==> src/shared/sbc_pkg.sv <==
package sbc_pkg;

  // Clock and chopper timing.
  localparam int unsigned MCLK_HZ = 25_000_000;
  localparam int unsigned MCLK_PERIOD_NS = 1_000_000_000 / MCLK_HZ;
  localparam int unsigned CHOP_HZ = 25_000;
  localparam int unsigned CHOP_MAX_HZ = 100_000;
  localparam logic [10:0] CHOP_HALF_CYC = 11'(MCLK_HZ / (2 * CHOP_HZ));

  // Blank times, least times, so rounded up to whole clock cycles.
  localparam int unsigned BLANK_NS_0 = 600;
  localparam int unsigned BLANK_NS_1 = 900;
  localparam int unsigned BLANK_NS_2 = 1200;
  localparam int unsigned BLANK_NS_3 = 1500;
  localparam logic [5:0] BLANK_CYC_0 = 6'((BLANK_NS_0 + MCLK_PERIOD_NS - 1) / MCLK_PERIOD_NS);
  localparam logic [5:0] BLANK_CYC_1 = 6'((BLANK_NS_1 + MCLK_PERIOD_NS - 1) / MCLK_PERIOD_NS);
  localparam logic [5:0] BLANK_CYC_2 = 6'((BLANK_NS_2 + MCLK_PERIOD_NS - 1) / MCLK_PERIOD_NS);
  localparam logic [5:0] BLANK_CYC_3 = 6'((BLANK_NS_3 + MCLK_PERIOD_NS - 1) / MCLK_PERIOD_NS);

  // Base length of the fast decay phase, shortened by the on time.
  localparam int unsigned FAST_BASE_NS = 10_000;
  localparam logic [10:0] FAST_BASE_CYC = 11'(FAST_BASE_NS / MCLK_PERIOD_NS);

  // Current code and overcurrent handling.
  localparam logic [3:0] DAC_FULL_SCALE = 4'hf;
  localparam logic [1:0] OC_LIMIT = 2'h3;
  localparam logic [5:0] OC_HOLD_CYCLES = 6'h3f;
  localparam logic [6:0] OC_QUIET_LIMIT = 7'h40;

  // Gate word layout {high_1, low_1, high_2, low_2}.
  localparam logic [3:0] GATE_OFF = 4'h0;
  localparam logic [3:0] GATE_FWD = 4'h9;
  localparam logic [3:0] GATE_REV = 4'h6;
  localparam logic [3:0] GATE_UNI_FWD = 4'h8;
  localparam logic [3:0] GATE_UNI_REV = 4'h2;
  localparam logic [3:0] GATE_SLOW = 4'h5;
  localparam logic [3:0] GATE_FAST_FWD = 4'h4;
  localparam logic [3:0] GATE_FAST_REV = 4'h1;

  typedef enum logic [2:0] {
    ST_OFF = 3'b000,
    ST_ON = 3'b001,
    ST_FAST = 3'b010,
    ST_SLOW = 3'b011,
    ST_TRIPPED = 3'b100
  } sbc_chop_t;

endpackage : sbc_pkg

==> src/rtl/sbc_bridge_ctrl.sv <==
`timescale 1ns/1ps
// Functional notes
// - Port select low: stand-alone, pins repurposed.
// - Stand-alone forces both current codes full scale.
// - Bridge A mixed decay on while input low.
// - Bridge B mixed decay on while input low.
// - Polarity A low drives out 1 to 2.
// - Polarity B low drives out 1 to 2.
// - Fault output high on overcurrent or overtemperature.
// - Fault output always driven in stand-alone mode.
// - Standby high keeps bridges off, low power.
// - Standby high clears all latched errors.
// - Unipolar chops one upper transistor per polarity.
// - Unipolar decay turns both upper transistors off.
// - Unipolar ignores the mixed decay inputs.
// - High-side comparator trip flags overcurrent.
// - All-ones current code gives full-scale trip.
// - Bridges start on opposite chopper clock edges.
// - Overcurrent ends cycle; third one holds 63 cycles.
// - Overcurrent ignored during blanking after switching.
// - Polarity change restarts that bridge's cycle.
// - Slow: both lows on; fast: opposite low.
module sbc_bridge_ctrl
  import sbc_pkg::*;
(
  // Clock and reset
  input wire logic mclk,
  input wire logic sys_rst,
  // Mode and configuration
  input wire logic serial_port_select,
  input wire logic unipolar_mode,
  input wire logic osc_external,
  input wire logic [1:0] blank_sel,
  // Stand-alone control pins
  input wire logic polarity_a,
  input wire logic polarity_b,
  input wire logic mixed_decay_a_enable_n,
  input wire logic mixed_decay_b_enable_n,
  input wire logic standby_request,
  // Values from the serial interface when it is in use
  input wire logic serial_polarity_a,
  input wire logic serial_polarity_b,
  input wire logic serial_mixed_decay_a,
  input wire logic serial_mixed_decay_b,
  input wire logic [3:0] serial_dac_a,
  input wire logic [3:0] serial_dac_b,
  // Chopper clock from outside
  input wire logic chop_clk_ext,
  // Analog comparators
  input wire logic sense_trip_a,
  input wire logic sense_trip_b,
  input wire logic low_side_oc_a,
  input wire logic low_side_oc_b,
  input wire logic high_side_oc,
  input wire logic over_temp,
  // Current codes to the DACs
  output logic [3:0] dac_code_a,
  output logic [3:0] dac_code_b,
  // Bridge A gates
  output logic coil_a_out_1_high,
  output logic coil_a_out_1_low,
  output logic coil_a_out_2_high,
  output logic coil_a_out_2_low,
  // Bridge B gates
  output logic coil_b_out_1_high,
  output logic coil_b_out_1_low,
  output logic coil_b_out_2_high,
  output logic coil_b_out_2_low,
  // Fault pin and status
  output logic fault_out,
  output logic fault_oe,
  output logic serial_disable,
  output logic standby_active,
  output logic [2:0] oc_flags
);

  // Maps a chopper state to the gate word of one bridge.
  function automatic logic [3:0] gate_map(input sbc_chop_t st, input logic pol, input logic uni);
    logic [3:0] g;
    g = GATE_OFF;
    case (st)
      ST_ON: begin
        if (uni) begin
          g = pol ? GATE_UNI_REV : GATE_UNI_FWD;
        end else begin
          g = pol ? GATE_REV : GATE_FWD;
        end
      end
      ST_FAST: begin
        if (uni) begin
          g = GATE_OFF;
        end else begin
          g = pol ? GATE_FAST_REV : GATE_FAST_FWD;
        end
      end
      ST_SLOW: begin
        g = uni ? GATE_OFF : GATE_SLOW;
      end
      default: begin
        g = GATE_OFF;
      end
    endcase
    return g;
  endfunction : gate_map

  // Synchronised control inputs.
  logic [5:0] sync_q;
  logic pol_a_s;
  logic pol_b_s;
  logic md_a_n_s;
  logic md_b_n_s;
  logic standby_s;
  logic ext_clk_s;

  sbc_sync2 #(
    .W(6)
  ) u_sync (
    .mclk(mclk),
    .sys_rst(sys_rst),
    .async_in({chop_clk_ext, standby_request, mixed_decay_b_enable_n,
               mixed_decay_a_enable_n, polarity_b, polarity_a}),
    .sync_out(sync_q)
  );

  assign pol_a_s = sync_q[0];
  assign pol_b_s = sync_q[1];
  assign md_a_n_s = sync_q[2];
  assign md_b_n_s = sync_q[3];
  assign standby_s = sync_q[4];
  assign ext_clk_s = sync_q[5];

  // Mode selection; the serial pins take over their stand-alone roles here.
  wire stand_alone = ~serial_port_select;
  wire [1:0] pol_v = stand_alone ? {pol_b_s, pol_a_s} : {serial_polarity_b, serial_polarity_a};
  wire md_a = stand_alone ? ~md_a_n_s : serial_mixed_decay_a;
  wire md_b = stand_alone ? ~md_b_n_s : serial_mixed_decay_b;
  wire [1:0] md_v = unipolar_mode ? 2'b00 : {md_b, md_a};
  wire [1:0] trip_v = {sense_trip_b, sense_trip_a};
  wire [1:0] loc_v = {low_side_oc_b, low_side_oc_a};

  wire [5:0] blank_cyc = (blank_sel == 2'h0) ? BLANK_CYC_0 :
                         (blank_sel == 2'h1) ? BLANK_CYC_1 :
                         (blank_sel == 2'h2) ? BLANK_CYC_2 : BLANK_CYC_3;

  // Internal chopper oscillator and edge detection.
  logic [10:0] osc_cnt;
  logic osc_clk;
  logic chop_prev;

  always_ff @(posedge mclk) begin
    if (sys_rst) begin
      osc_cnt <= 11'h000;
      osc_clk <= 1'b0;
    end else if (osc_cnt == CHOP_HALF_CYC - 11'h001) begin
      osc_cnt <= 11'h000;
      osc_clk <= ~osc_clk;
    end else begin
      osc_cnt <= osc_cnt + 11'h001;
    end
  end

  wire chop_lvl = osc_external ? ext_clk_s : osc_clk;

  always_ff @(posedge mclk) begin
    if (sys_rst) begin
      chop_prev <= 1'b0;
    end else begin
      chop_prev <= chop_lvl;
    end
  end

  // Bridge A starts on the rising edge, bridge B on the falling edge.
  wire [1:0] cyc_start = {~chop_lvl & chop_prev, chop_lvl & ~chop_prev};

  // Shared state between the bridges and the error channels.
  wire [1:0] blanking;
  wire [1:0] conducting;
  wire [2:0] oc_ev;
  wire [2:0] hold_act;
  wire [2:0] flag_v;
  wire [2:0] err_tick = {cyc_start[0], cyc_start};
  wire common_halt = standby_s | over_temp;

  // The high side blank time is the OR of both bridges.
  assign oc_ev[2] = high_side_oc & ~(|blanking) & (|conducting) & ~common_halt & ~hold_act[2];

  // Error channels: 0 and 1 are the low side bridges, 2 is the high side.
  for (genvar c = 0; c < 3; c++) begin : g_err
    logic [1:0] cnt;
    logic [5:0] hold;
    logic [6:0] quiet;
    logic flag;

    always_ff @(posedge mclk) begin
      if (sys_rst || standby_s) begin
        cnt <= 2'h0;
        hold <= 6'h00;
        quiet <= 7'h00;
        flag <= 1'b0;
      end else if (oc_ev[c]) begin
        quiet <= 7'h00;
        if (cnt == OC_LIMIT - 2'h1) begin
          cnt <= 2'h0;
          hold <= OC_HOLD_CYCLES;
          flag <= 1'b1;
        end else begin
          cnt <= cnt + 2'h1;
        end
      end else if (err_tick[c]) begin
        if (hold != 6'h00) begin
          hold <= hold - 6'h01;
        end
        if (quiet == OC_QUIET_LIMIT) begin
          cnt <= 2'h0;
        end else begin
          quiet <= quiet + 7'h01;
        end
      end
    end

    assign hold_act[c] = hold != 6'h00;
    assign flag_v[c] = flag;
  end

  // Per-bridge chopper.
  logic [3:0] gates_a;
  logic [3:0] gates_b;

  for (genvar i = 0; i < 2; i++) begin : g_br
    sbc_chop_t state;
    sbc_chop_t next_state;
    logic [10:0] on_cnt;
    logic [10:0] dec_cnt;
    logic [5:0] blank_cnt;
    logic pol_prev;
    logic [3:0] gates;

    wire halted = common_halt | hold_act[i] | hold_act[2];
    wire pol_chg = pol_v[i] != pol_prev;
    wire restart = cyc_start[i] | pol_chg;
    wire kill = oc_ev[i] | oc_ev[2];
    wire [10:0] fast_len = (FAST_BASE_CYC > on_cnt) ? FAST_BASE_CYC - on_cnt : 11'h000;

    assign blanking[i] = blank_cnt != 6'h00;
    assign conducting[i] = (state == ST_ON) || (state == ST_FAST) || (state == ST_SLOW);
    assign oc_ev[i] = loc_v[i] & ~blanking[i] & conducting[i] & ~halted;

    always_comb begin
      next_state = state;
      if (halted) begin
        next_state = ST_OFF;
      end else if (kill) begin
        next_state = ST_TRIPPED;
      end else if (restart) begin
        next_state = ST_ON;
      end else begin
        case (state)
          ST_ON: begin
            if (!blanking[i] && trip_v[i]) begin
              next_state = md_v[i] ? ST_FAST : ST_SLOW;
            end
          end
          ST_FAST: begin
            if (dec_cnt >= fast_len) begin
              next_state = ST_SLOW;
            end
          end
          ST_SLOW, ST_TRIPPED, ST_OFF: begin
            next_state = state;
          end
          default: begin
            next_state = ST_OFF;
          end
        endcase
      end
    end

    always_ff @(posedge mclk) begin
      if (sys_rst) begin
        state <= ST_OFF;
        pol_prev <= 1'b0;
        blank_cnt <= 6'h00;
      end else begin
        state <= next_state;
        pol_prev <= pol_v[i];
        blank_cnt <= (next_state != state) ? blank_cyc : (blanking[i] ? blank_cnt - 6'h01 : 6'h00);
      end
    end

    // On time shortens the following fast decay phase.
    always_ff @(posedge mclk) begin
      if (sys_rst) begin
        on_cnt <= 11'h000;
        dec_cnt <= 11'h000;
      end else begin
        if (next_state == ST_ON && state != ST_ON) begin
          on_cnt <= 11'h000;
        end else if (state == ST_ON && on_cnt != 11'h7ff) begin
          on_cnt <= on_cnt + 11'h001;
        end
        dec_cnt <= (state == ST_FAST) ? dec_cnt + 11'h001 : 11'h000;
      end
    end

    always_ff @(posedge mclk) begin
      if (sys_rst) begin
        gates <= GATE_OFF;
      end else begin
        gates <= gate_map(next_state, pol_v[i], unipolar_mode);
      end
    end
  end

  assign gates_a = g_br[0].gates;
  assign gates_b = g_br[1].gates;

  assign coil_a_out_1_high = gates_a[3];
  assign coil_a_out_1_low = gates_a[2];
  assign coil_a_out_2_high = gates_a[1];
  assign coil_a_out_2_low = gates_a[0];
  assign coil_b_out_1_high = gates_b[3];
  assign coil_b_out_1_low = gates_b[2];
  assign coil_b_out_2_high = gates_b[1];
  assign coil_b_out_2_low = gates_b[0];

  // Registered outputs to the DACs and the fault pin.
  always_ff @(posedge mclk) begin
    if (sys_rst) begin
      dac_code_a <= DAC_FULL_SCALE;
      dac_code_b <= DAC_FULL_SCALE;
      fault_out <= 1'b0;
      fault_oe <= 1'b0;
      serial_disable <= 1'b0;
      standby_active <= 1'b0;
      oc_flags <= 3'h0;
    end else begin
      dac_code_a <= stand_alone ? DAC_FULL_SCALE : serial_dac_a;
      dac_code_b <= stand_alone ? DAC_FULL_SCALE : serial_dac_b;
      fault_out <= (|flag_v) | over_temp;
      fault_oe <= stand_alone;
      serial_disable <= stand_alone;
      standby_active <= standby_s;
      oc_flags <= flag_v;
    end
  end

endmodule : sbc_bridge_ctrl

==> src/rtl/sbc_sync2.sv <==
`timescale 1ns/1ps
module sbc_sync2 #(
  parameter int W = 1
) (
  // Clock and reset
  input wire logic mclk,
  input wire logic sys_rst,
  // Data
  input wire logic [W-1:0] async_in,
  output logic [W-1:0] sync_out
);

  logic [W-1:0] meta;

  always_ff @(posedge mclk) begin
    if (sys_rst) begin
      meta <= '0;
      sync_out <= '0;
    end else begin
      meta <= async_in;
      sync_out <= meta;
    end
  end

endmodule : sbc_sync2

==> config.mk <==
export PLATFORM = sky130hd
export DESIGN_NAME = sbc_bridge_ctrl
export DESIGN_NICKNAME = d
export VERILOG_FILES = /design/src/shared/sbc_pkg.sv /design/src/rtl/sbc_bridge_ctrl.sv /design/src/rtl/sbc_sync2.sv
export SDC_FILE = /design/constraint.sdc
export NUM_CORES = 1
export LEC_CHECK = 0
export BUFFER_PORTS_ARGS = -buffer_cell sky130_fd_sc_hd__buf_2
export CORE_ASPECT_RATIO = 2
export CORE_MARGIN = 4
export CORE_UTILIZATION = 35
export CTS_BUF_LIST = sky130_fd_sc_hd__clkbuf_8 sky130_fd_sc_hd__clkbuf_16
export DETAILED_ROUTE_END_ITERATION = 7
export GPL_TIMING_DRIVEN = 1
export HOLD_SLACK_MARGIN = 0.15
export PLACE_DENSITY = 0.6
export SLEW_MARGIN = 20
export SYNTH_ARGS = -nofsm -noshare
export SYNTH_HDL_FRONTEND = slang
export SYNTH_SLANG_ARGS = --single-unit
==> constraint.sdc <==
create_clock -name mclk -period 4.8 [get_ports mclk]
set_input_delay 0.24 -clock mclk [delete_from_list [all_inputs] [get_ports mclk]]
set_output_delay 0.24 -clock mclk [all_outputs]
set_load 0.02 [all_outputs]
=== After elaboration in Yosys (flattened, before gate mapping) ===
Index checks and enable logic that the tools add are counted.

* Register bits: 159
* Output and inout port bits: 23
* Word-level logic and storage cells: 252

* Add/sub/neg operators: 18
* $lt $le $gt $ge: 4
* Eq/ne operators: 34
* Multiplexer cells: 65
* Bitwise logic cells: 40
* Reduce and logical (&&, ||, !) cells: 56

{| class="wikitable"
|+ Operators by type and width
! kind !! number
|-
| 2-to-1 mux 6 bit || 19
|-
| adder 11 x 1 -> 11 bit (second input constant) || 5
|-
| 2-to-1 mux 3 bit || 15
|-
| nonzero test 6 bit || 5
|-
| subtractor 6 x 1 -> 6 bit (second input constant) || 5
|-
| 2-to-1 mux 2 bit || 14
|-
| == test 3 x 2 -> 1 bit (second input constant) || 8
|-
| 2-to-1 mux 4 bit || 6
|-
| case mux 4 bit (3 select lines) || 2
|-
| greater-or-equal comparator 11 bit || 2
|-
| > comparator 8 x 11 -> 1 bit (first input constant) || 2
|-
| 2-to-1 mux 11 bit || 2
|-
| inequality test 11 bit (second input constant) || 2
|-
| OR reduction 2 bit || 11
|-
| subtractor 8 x 11 -> 11 bit (first input constant) || 2
|-
| adder 7 x 1 -> 7 bit (second input constant) || 3
|-
| == test 7 bit (second input constant) || 3
|-
| NOT 1 bit || 18
|-
| case mux 3 bit (3 select lines) || 2
|-
| AND reduction 2 bit || 9
|-
| nonzero test 2 bit || 9
|-
| bitwise AND 1 bit || 12
|-
| == test 3 x 1 -> 1 bit (second input constant) || 4
|-
| == test 11 x 9 -> 1 bit (second input constant) || 1
|-
| other kinds (17) || 56
|}

=== Longest topological paths before layout ===
* Depth after elaboration: 13
* Mapped depth: 15

=== Modules after synthesis ===
A second synthesis with hierarchy kept.

* Cell total of the unflattened synthesis: 909
* Area total of the unflattened synthesis: 7877.6 um2

{| class="wikitable"
|+ Modules (own cells, without submodules)
! module !! times used !! cells an instance !! area an instance (um2) !! sequential area each (um2)
|-
| sbc_bridge_ctrl || 1 || 884 || 7511.0 || 2942.8
|-
| sbc_sync2 || 1 || 25 || 366.6 || 240.2
|}

=== Worst setup path before layout ===
No wires, ideal clock.

* Kind: register to register
* From: register g_br[0].on_cnt[2]
* To: register g_br[0].blank_cnt[3]
* Data arrival time: 3.431 ns
* Data required time: 4.712 ns
* Slack: 1.281 ns
* Cell stages (with the launch flop): 14
* Buffers on the path: 1
* Path through: dfxtp_1 > clkbuf_1 > a21oi_1 > nor2_1 > a21oi_1 > nand2_1 > ha_1 > a211oi_1 > nand2_1 > a2111oi_0 > a211oi_1 > o21a_1 > or4_4 > o32ai_2

* Cells in the longest elaborated chain, start to end: 10
* Elaborated cells on any way between the ends: 11
* Those cells by class: add/sub: 1; order compare: 2; eq/ne: 1; mux: 7

{| class="wikitable"
|+ Ends and longest elaborated chain
! what !! line !! RTL
|-
| from (decl) || sbc_bridge_ctrl.sv:232 || <nowiki>logic [10:0] on_cnt;</nowiki>
|-
| from (signal assigned) || sbc_bridge_ctrl.sv:299 || <nowiki>on_cnt <= on_cnt + 11'h001;</nowiki>
|-
| subtractor 8 x 11 -> 11 bit or > comparator 8 x 11 -> 1 bit (tied branches) || sbc_bridge_ctrl.sv:242 || <nowiki>wire [10:0] fast_len = (FAST_BASE_CYC > on_cnt) ? FAST_BASE_CYC - on_cnt : 11'h000;</nowiki>
|-
| 2-to-1 mux 11 bit (*) || sbc_bridge_ctrl.sv:242 ||
|-
| greater-or-equal comparator 11 bit (*) || sbc_bridge_ctrl.sv:264 || <nowiki>if (dec_cnt >= fast_len) begin</nowiki>
|-
| 2-to-1 mux 3 bit (*) || sbc_bridge_ctrl.sv:264 ||
|-
| case mux 3 bit (3 select lines) (*) || sbc_bridge_ctrl.sv:257 || <nowiki>case (state)</nowiki>
|-
| 2-to-1 mux 3 bit (*) || sbc_bridge_ctrl.sv:254 || <nowiki>end else if (restart) begin</nowiki>
|-
| 2-to-1 mux 3 bit (*) || sbc_bridge_ctrl.sv:252 || <nowiki>end else if (kill) begin</nowiki>
|-
| 2-to-1 mux 3 bit (*) || sbc_bridge_ctrl.sv:250 || <nowiki>if (halted) begin</nowiki>
|-
| inequality test 3 bit (*) || sbc_bridge_ctrl.sv:286 || <nowiki>blank_cnt <= (next_state != state) ? blank_cyc : (blanking[i] ? blank_cnt - 6'h01 : 6'h00);</nowiki>
|-
| 2-to-1 mux 6 bit (*) || sbc_bridge_ctrl.sv:286 ||
|-
| to (signal assigned) || sbc_bridge_ctrl.sv:286 ||
|-
| to (decl) || sbc_bridge_ctrl.sv:234 || <nowiki>logic [5:0] blank_cnt;</nowiki>
|}

Every way passes the cells marked *; elsewhere a longest branch is shown, timed or not.
A chain may end at the register's enable or synchronous reset.

=== Final worst setup path ===
* From: register g_br[0].on_cnt[0]
* To: register g_br[0].blank_cnt[0]

Same word-level chain as after synthesis.

==> impl_metrics.env <==
export IMPL_report_power_total_uw=3110
export IMPL_hold_path_class="in -> reg"
export IMPL_cp_data_arrival_time_ps=4090
export IMPL_core_region_area_sq_mm=0.0221
export IMPL_die_h_um=219
export IMPL_totalWireLength_um=18000
export IMPL_clock_path_buffers=2
export IMPL_fin_setup_tns_ps=0
export IMPL_final_hold_worst_slack_ps=216
export IMPL_vias=6362
export IMPL_critPathTopFamily="compound AO/OA/AOI/OAI gates"
export IMPL_clock_tree_from_tritoncts="done"
export IMPL_critPathMaxFanout=6
export IMPL_finalWeightedCongestion=0.828
export IMPL_fillers=2210
export IMPL_timing_critical_path_slowest_stage_cell="sky130_fd_sc_hd__a2111oi_0"
export IMPL_drive_above_1_share=0.120
export IMPL_synth_seq_area_share=0.407
export IMPL_grt_antenna_before_repair=0
export IMPL_report_final_setup_viol=0
export IMPL_ioPinCount=54
export IMPL_htree_num_levels=4
export IMPL_hold_path_startpoint="serial_polarity_a"
export IMPL_synthXorXnorAreaFrac=0.105
export IMPL_status="complete, no violations"
export IMPL_finalNetCount=1050
export IMPL_power_density_mw_per_mm2=343
export IMPL_first_pass_iters=5
export IMPL_netlist_area_leader_share=0.407
export IMPL_worstPathCellList="ha_1, o21ai_0, nor2_1, xnor2_1, nand2_1, ha_1, a211oi_1, nand2_1, a2111oi_0, a211oi_1, o21a_1, nor4_2, o32ai_1"
export IMPL_cp_buffers_inverters=0
export IMPL_fmax_mhz=263
export IMPL_peakVddDrop_uv=214
export IMPL_synth_distinct_cells=70
export IMPL_overflow=0
export IMPL_synth_compound_area_frac=0.0954
export IMPL_detail_route_vias_per_cell=5.03
export IMPL_number_of_standard_cell_rows_in_the_floorplan=77
export IMPL_worstPathRequired_ps=5090
export IMPL_synth_simple_area_share=0.271
export IMPL_synthAdderAreaFrac=0.0703
export IMPL_cts_made_buffers=17
export IMPL_r2r_start="g_br[0].on_cnt[0]"
export IMPL_synth_edff_count=0
export IMPL_postLayoutCoreUtil=0.412
export IMPL_rrSetupSlack_ps=1000
export IMPL_wl_per_cell_um=14.2
export IMPL_antenna_violating_nets_post_route=0
export IMPL_average_instance_area_after_synthesis_sq_um=8.66
export IMPL_clk_latency_ps=440
export IMPL_synth_area_leader_cell="sky130_fd_sc_hd__dfxtp_1"
export IMPL_n_antenna_cell=0
export IMPL_final_instance_count_excl_fill=1264
export IMPL_holdPathStages=3
export IMPL_finalHoldViolations=0
export IMPL_min_to="g_br[0].pol_prev"
export IMPL_die_x_um=114
export IMPL_areaGrowthSynthToFinish_pct=16.1
export IMPL_dp_cells=1215
export IMPL_post_route_drc_count=0
export IMPL_cap_viol_max_count=0
export IMPL_relSlewSlack=0.500
export IMPL_rsz_0062_raised_after_global_routing="no"
export IMPL_global_route_wire_length_before_repair_um=30100
export IMPL_io_buffers=53
export IMPL_end_kind="flop"
export IMPL_start_util=0.355
export IMPL_die_area_sq_mm=0.0250
export IMPL_ys_warn_count=0
export IMPL_rr_endpoint="g_br[0].blank_cnt[0]"
export IMPL_worst_path_largest_cell_delay_ps=660
export IMPL_grt_start_max_net_pins=27
export IMPL_cts_repair_timing_setup_buffer_count=0
export IMPL_max_slew_violation_count=0
export IMPL_path_class="reg -> reg"
export IMPL_cts_resized=0
export IMPL_fin_skew_ps=9.23
export IMPL_track_usage=0.152
export IMPL_synth_seq_cells=159
export IMPL_netlist_top_cells_area="sky130_fd_sc_hd__dfxtp_1, sky130_fd_sc_hd__nor2_1, sky130_fd_sc_hd__ha_1"
export IMPL_layout_min_cycle_time_ps=3800
export IMPL_period_share=0.792
export IMPL_ys_dominant_reg_cell="sky130_fd_sc_hd__dfxtp_1"
export IMPL_grt_pass1_vias=6410
export IMPL_layout_common_cells="sky130_fd_sc_hd__dfxtp_1, sky130_fd_sc_hd__nor2_1, sky130_fd_sc_hd__nand2_1, sky130_fd_sc_hd__buf_2, sky130_fd_sc_hd__xor2_1"
export IMPL_netlist_area_sq_mm=0.00783
export IMPL_power_static_leakage_uw=0.00359
export IMPL_detail_route_iter0_violations=207
export IMPL_mostFrequentLayoutCell="sky130_fd_sc_hd__dfxtp_1"
export IMPL_actual_transition_at_the_worst_max_transition_pin_ps=749
export IMPL_synthesis_instances=904
export IMPL_ys_async_sr_fraction=0
export IMPL_path_clk_slew_ps=60
export IMPL_synth_top_family_by_area="simple AND/OR/NAND/NOR gates"
export IMPL_cts_root_buffer="sky130_fd_sc_hd__clkbuf_16"
export IMPL_tritoncts_num_sinks=159
export IMPL_r2r_worst_path_cells=13
export IMPL_dp_hpwl_um=13700
export IMPL_critPathLaunchType="flop"
export IMPL_yosys_mux_area_fraction=0.0176
cell usage after synthesis, drive strengths merged (10+ instances only):
cell,count
nor4,13
or3,10
ha,44
nor3,22
a21oi,34
xnor2,41
inv,39
a211oi,13
nor2,156
nor2b,19
nand2b,12
nand4,26
nand2,75
mux2i,10
xor2,51
and3,12
o21ai,17
dfxtp,159
nand3,36
clkbuf,19
registers in the layout, indices dropped and copies added, names as in the netlist:
name             flops
chop_prev            1
dac_code_a           4
dac_code_b           4
fault_out            1
g_br.blank_cnt      12
g_br.dec_cnt        22
g_br.gates           8
g_br.on_cnt         22
g_br.pol_prev        2
g_br.state           6
g_err.cnt            6
g_err.flag           3
g_err.hold          18
g_err.quiet         21
oc_flags             3
osc_clk              1
osc_cnt             11
serial_disable       1
standby_active       1
u_sync.meta          6
u_sync.sync_out      6
worst min-delay path: cells and delay by family:
kind / cells / cell delay [ps]
buffers and inverters: 1 / 120
multiplexers: 1 / 150
AND/OR/NAND/NOR: 1 / 110
layer usage:
metal / part of all wire / vias up / GRT usage
met1: 0.36 / 2979 / 0.143
met5: 0 / - / 0
met4: 0.042 / 0 / 0.0782
met3: 0.027 / 46 / 0.0297
met2: 0.57 / 96 / 0.299
li1: - / 3241 / -
worst max-delay path by stage:
stage                      startpoint                    to  slack, ps  depth (start not counted)
floorplan           g_br[0].on_cnt[2]  g_br[0].blank_cnt[3]       1280                         13
global placement    g_br[0].on_cnt[0]  g_br[0].blank_cnt[0]       1140                         15
CTS                 g_br[0].on_cnt[0]  g_br[0].blank_cnt[0]       1020                         15
global route        g_br[0].on_cnt[0]  g_br[0].blank_cnt[5]        640                         15
detailed placement  g_br[0].on_cnt[0]  g_br[0].blank_cnt[0]       1040                         15
finish              g_br[0].on_cnt[0]  g_br[0].blank_cnt[0]       1000                         13
layout make-up:
class | count | area, sq um | share of cell area
Inverter | 39 | 146 | 0.0161
Sequential cell | 159 | 3180 | 0.350
Timing Repair Buffer | 75 | 473 | 0.0521
Multi-Input combinational cell | 683 | 4390 | 0.483
Clock inverter | 13 | 93.8 | 0.0103
Clock buffer | 19 | 453 | 0.0499
Tap cell | 276 | 345 | 0.0380
stage by stage:
step           area, sq um  setup WS [ps]
6_report              9080            996
5_1_grt               9080            638
4_1_cts               9080           1020
3_5_place_dp          8370           1040
3_3_place_gp          8370           1140
2_1_floorplan         7830           1280
power breakdown:
part	switching, uW	internal [uW]	total (uW)
Combinational	242	193	436
Sequential	51.9	1370	1420
Clock	565	688	1250
Total	859	2250	3110
logic make-up (layout without fill, tap and decap cells):
logic type	Yosys count	after routing
AOI/OAI and AO/OA	112	112
xor gates and xnor gates	92	92
adders and majority gates	44	44
buffers and inverters	63	146
DFF	159	159
muxes	13	13
other	1	2
and+or+nand+nor	420	420
timing repair:
action / 4_1_cts / 5_1_grt
endpoints found under the setup margin: 0 / 0
hold buffers: 17 / 0
hold endpoints to repair: 17 / 0
(Power assumes the default switching activity.)
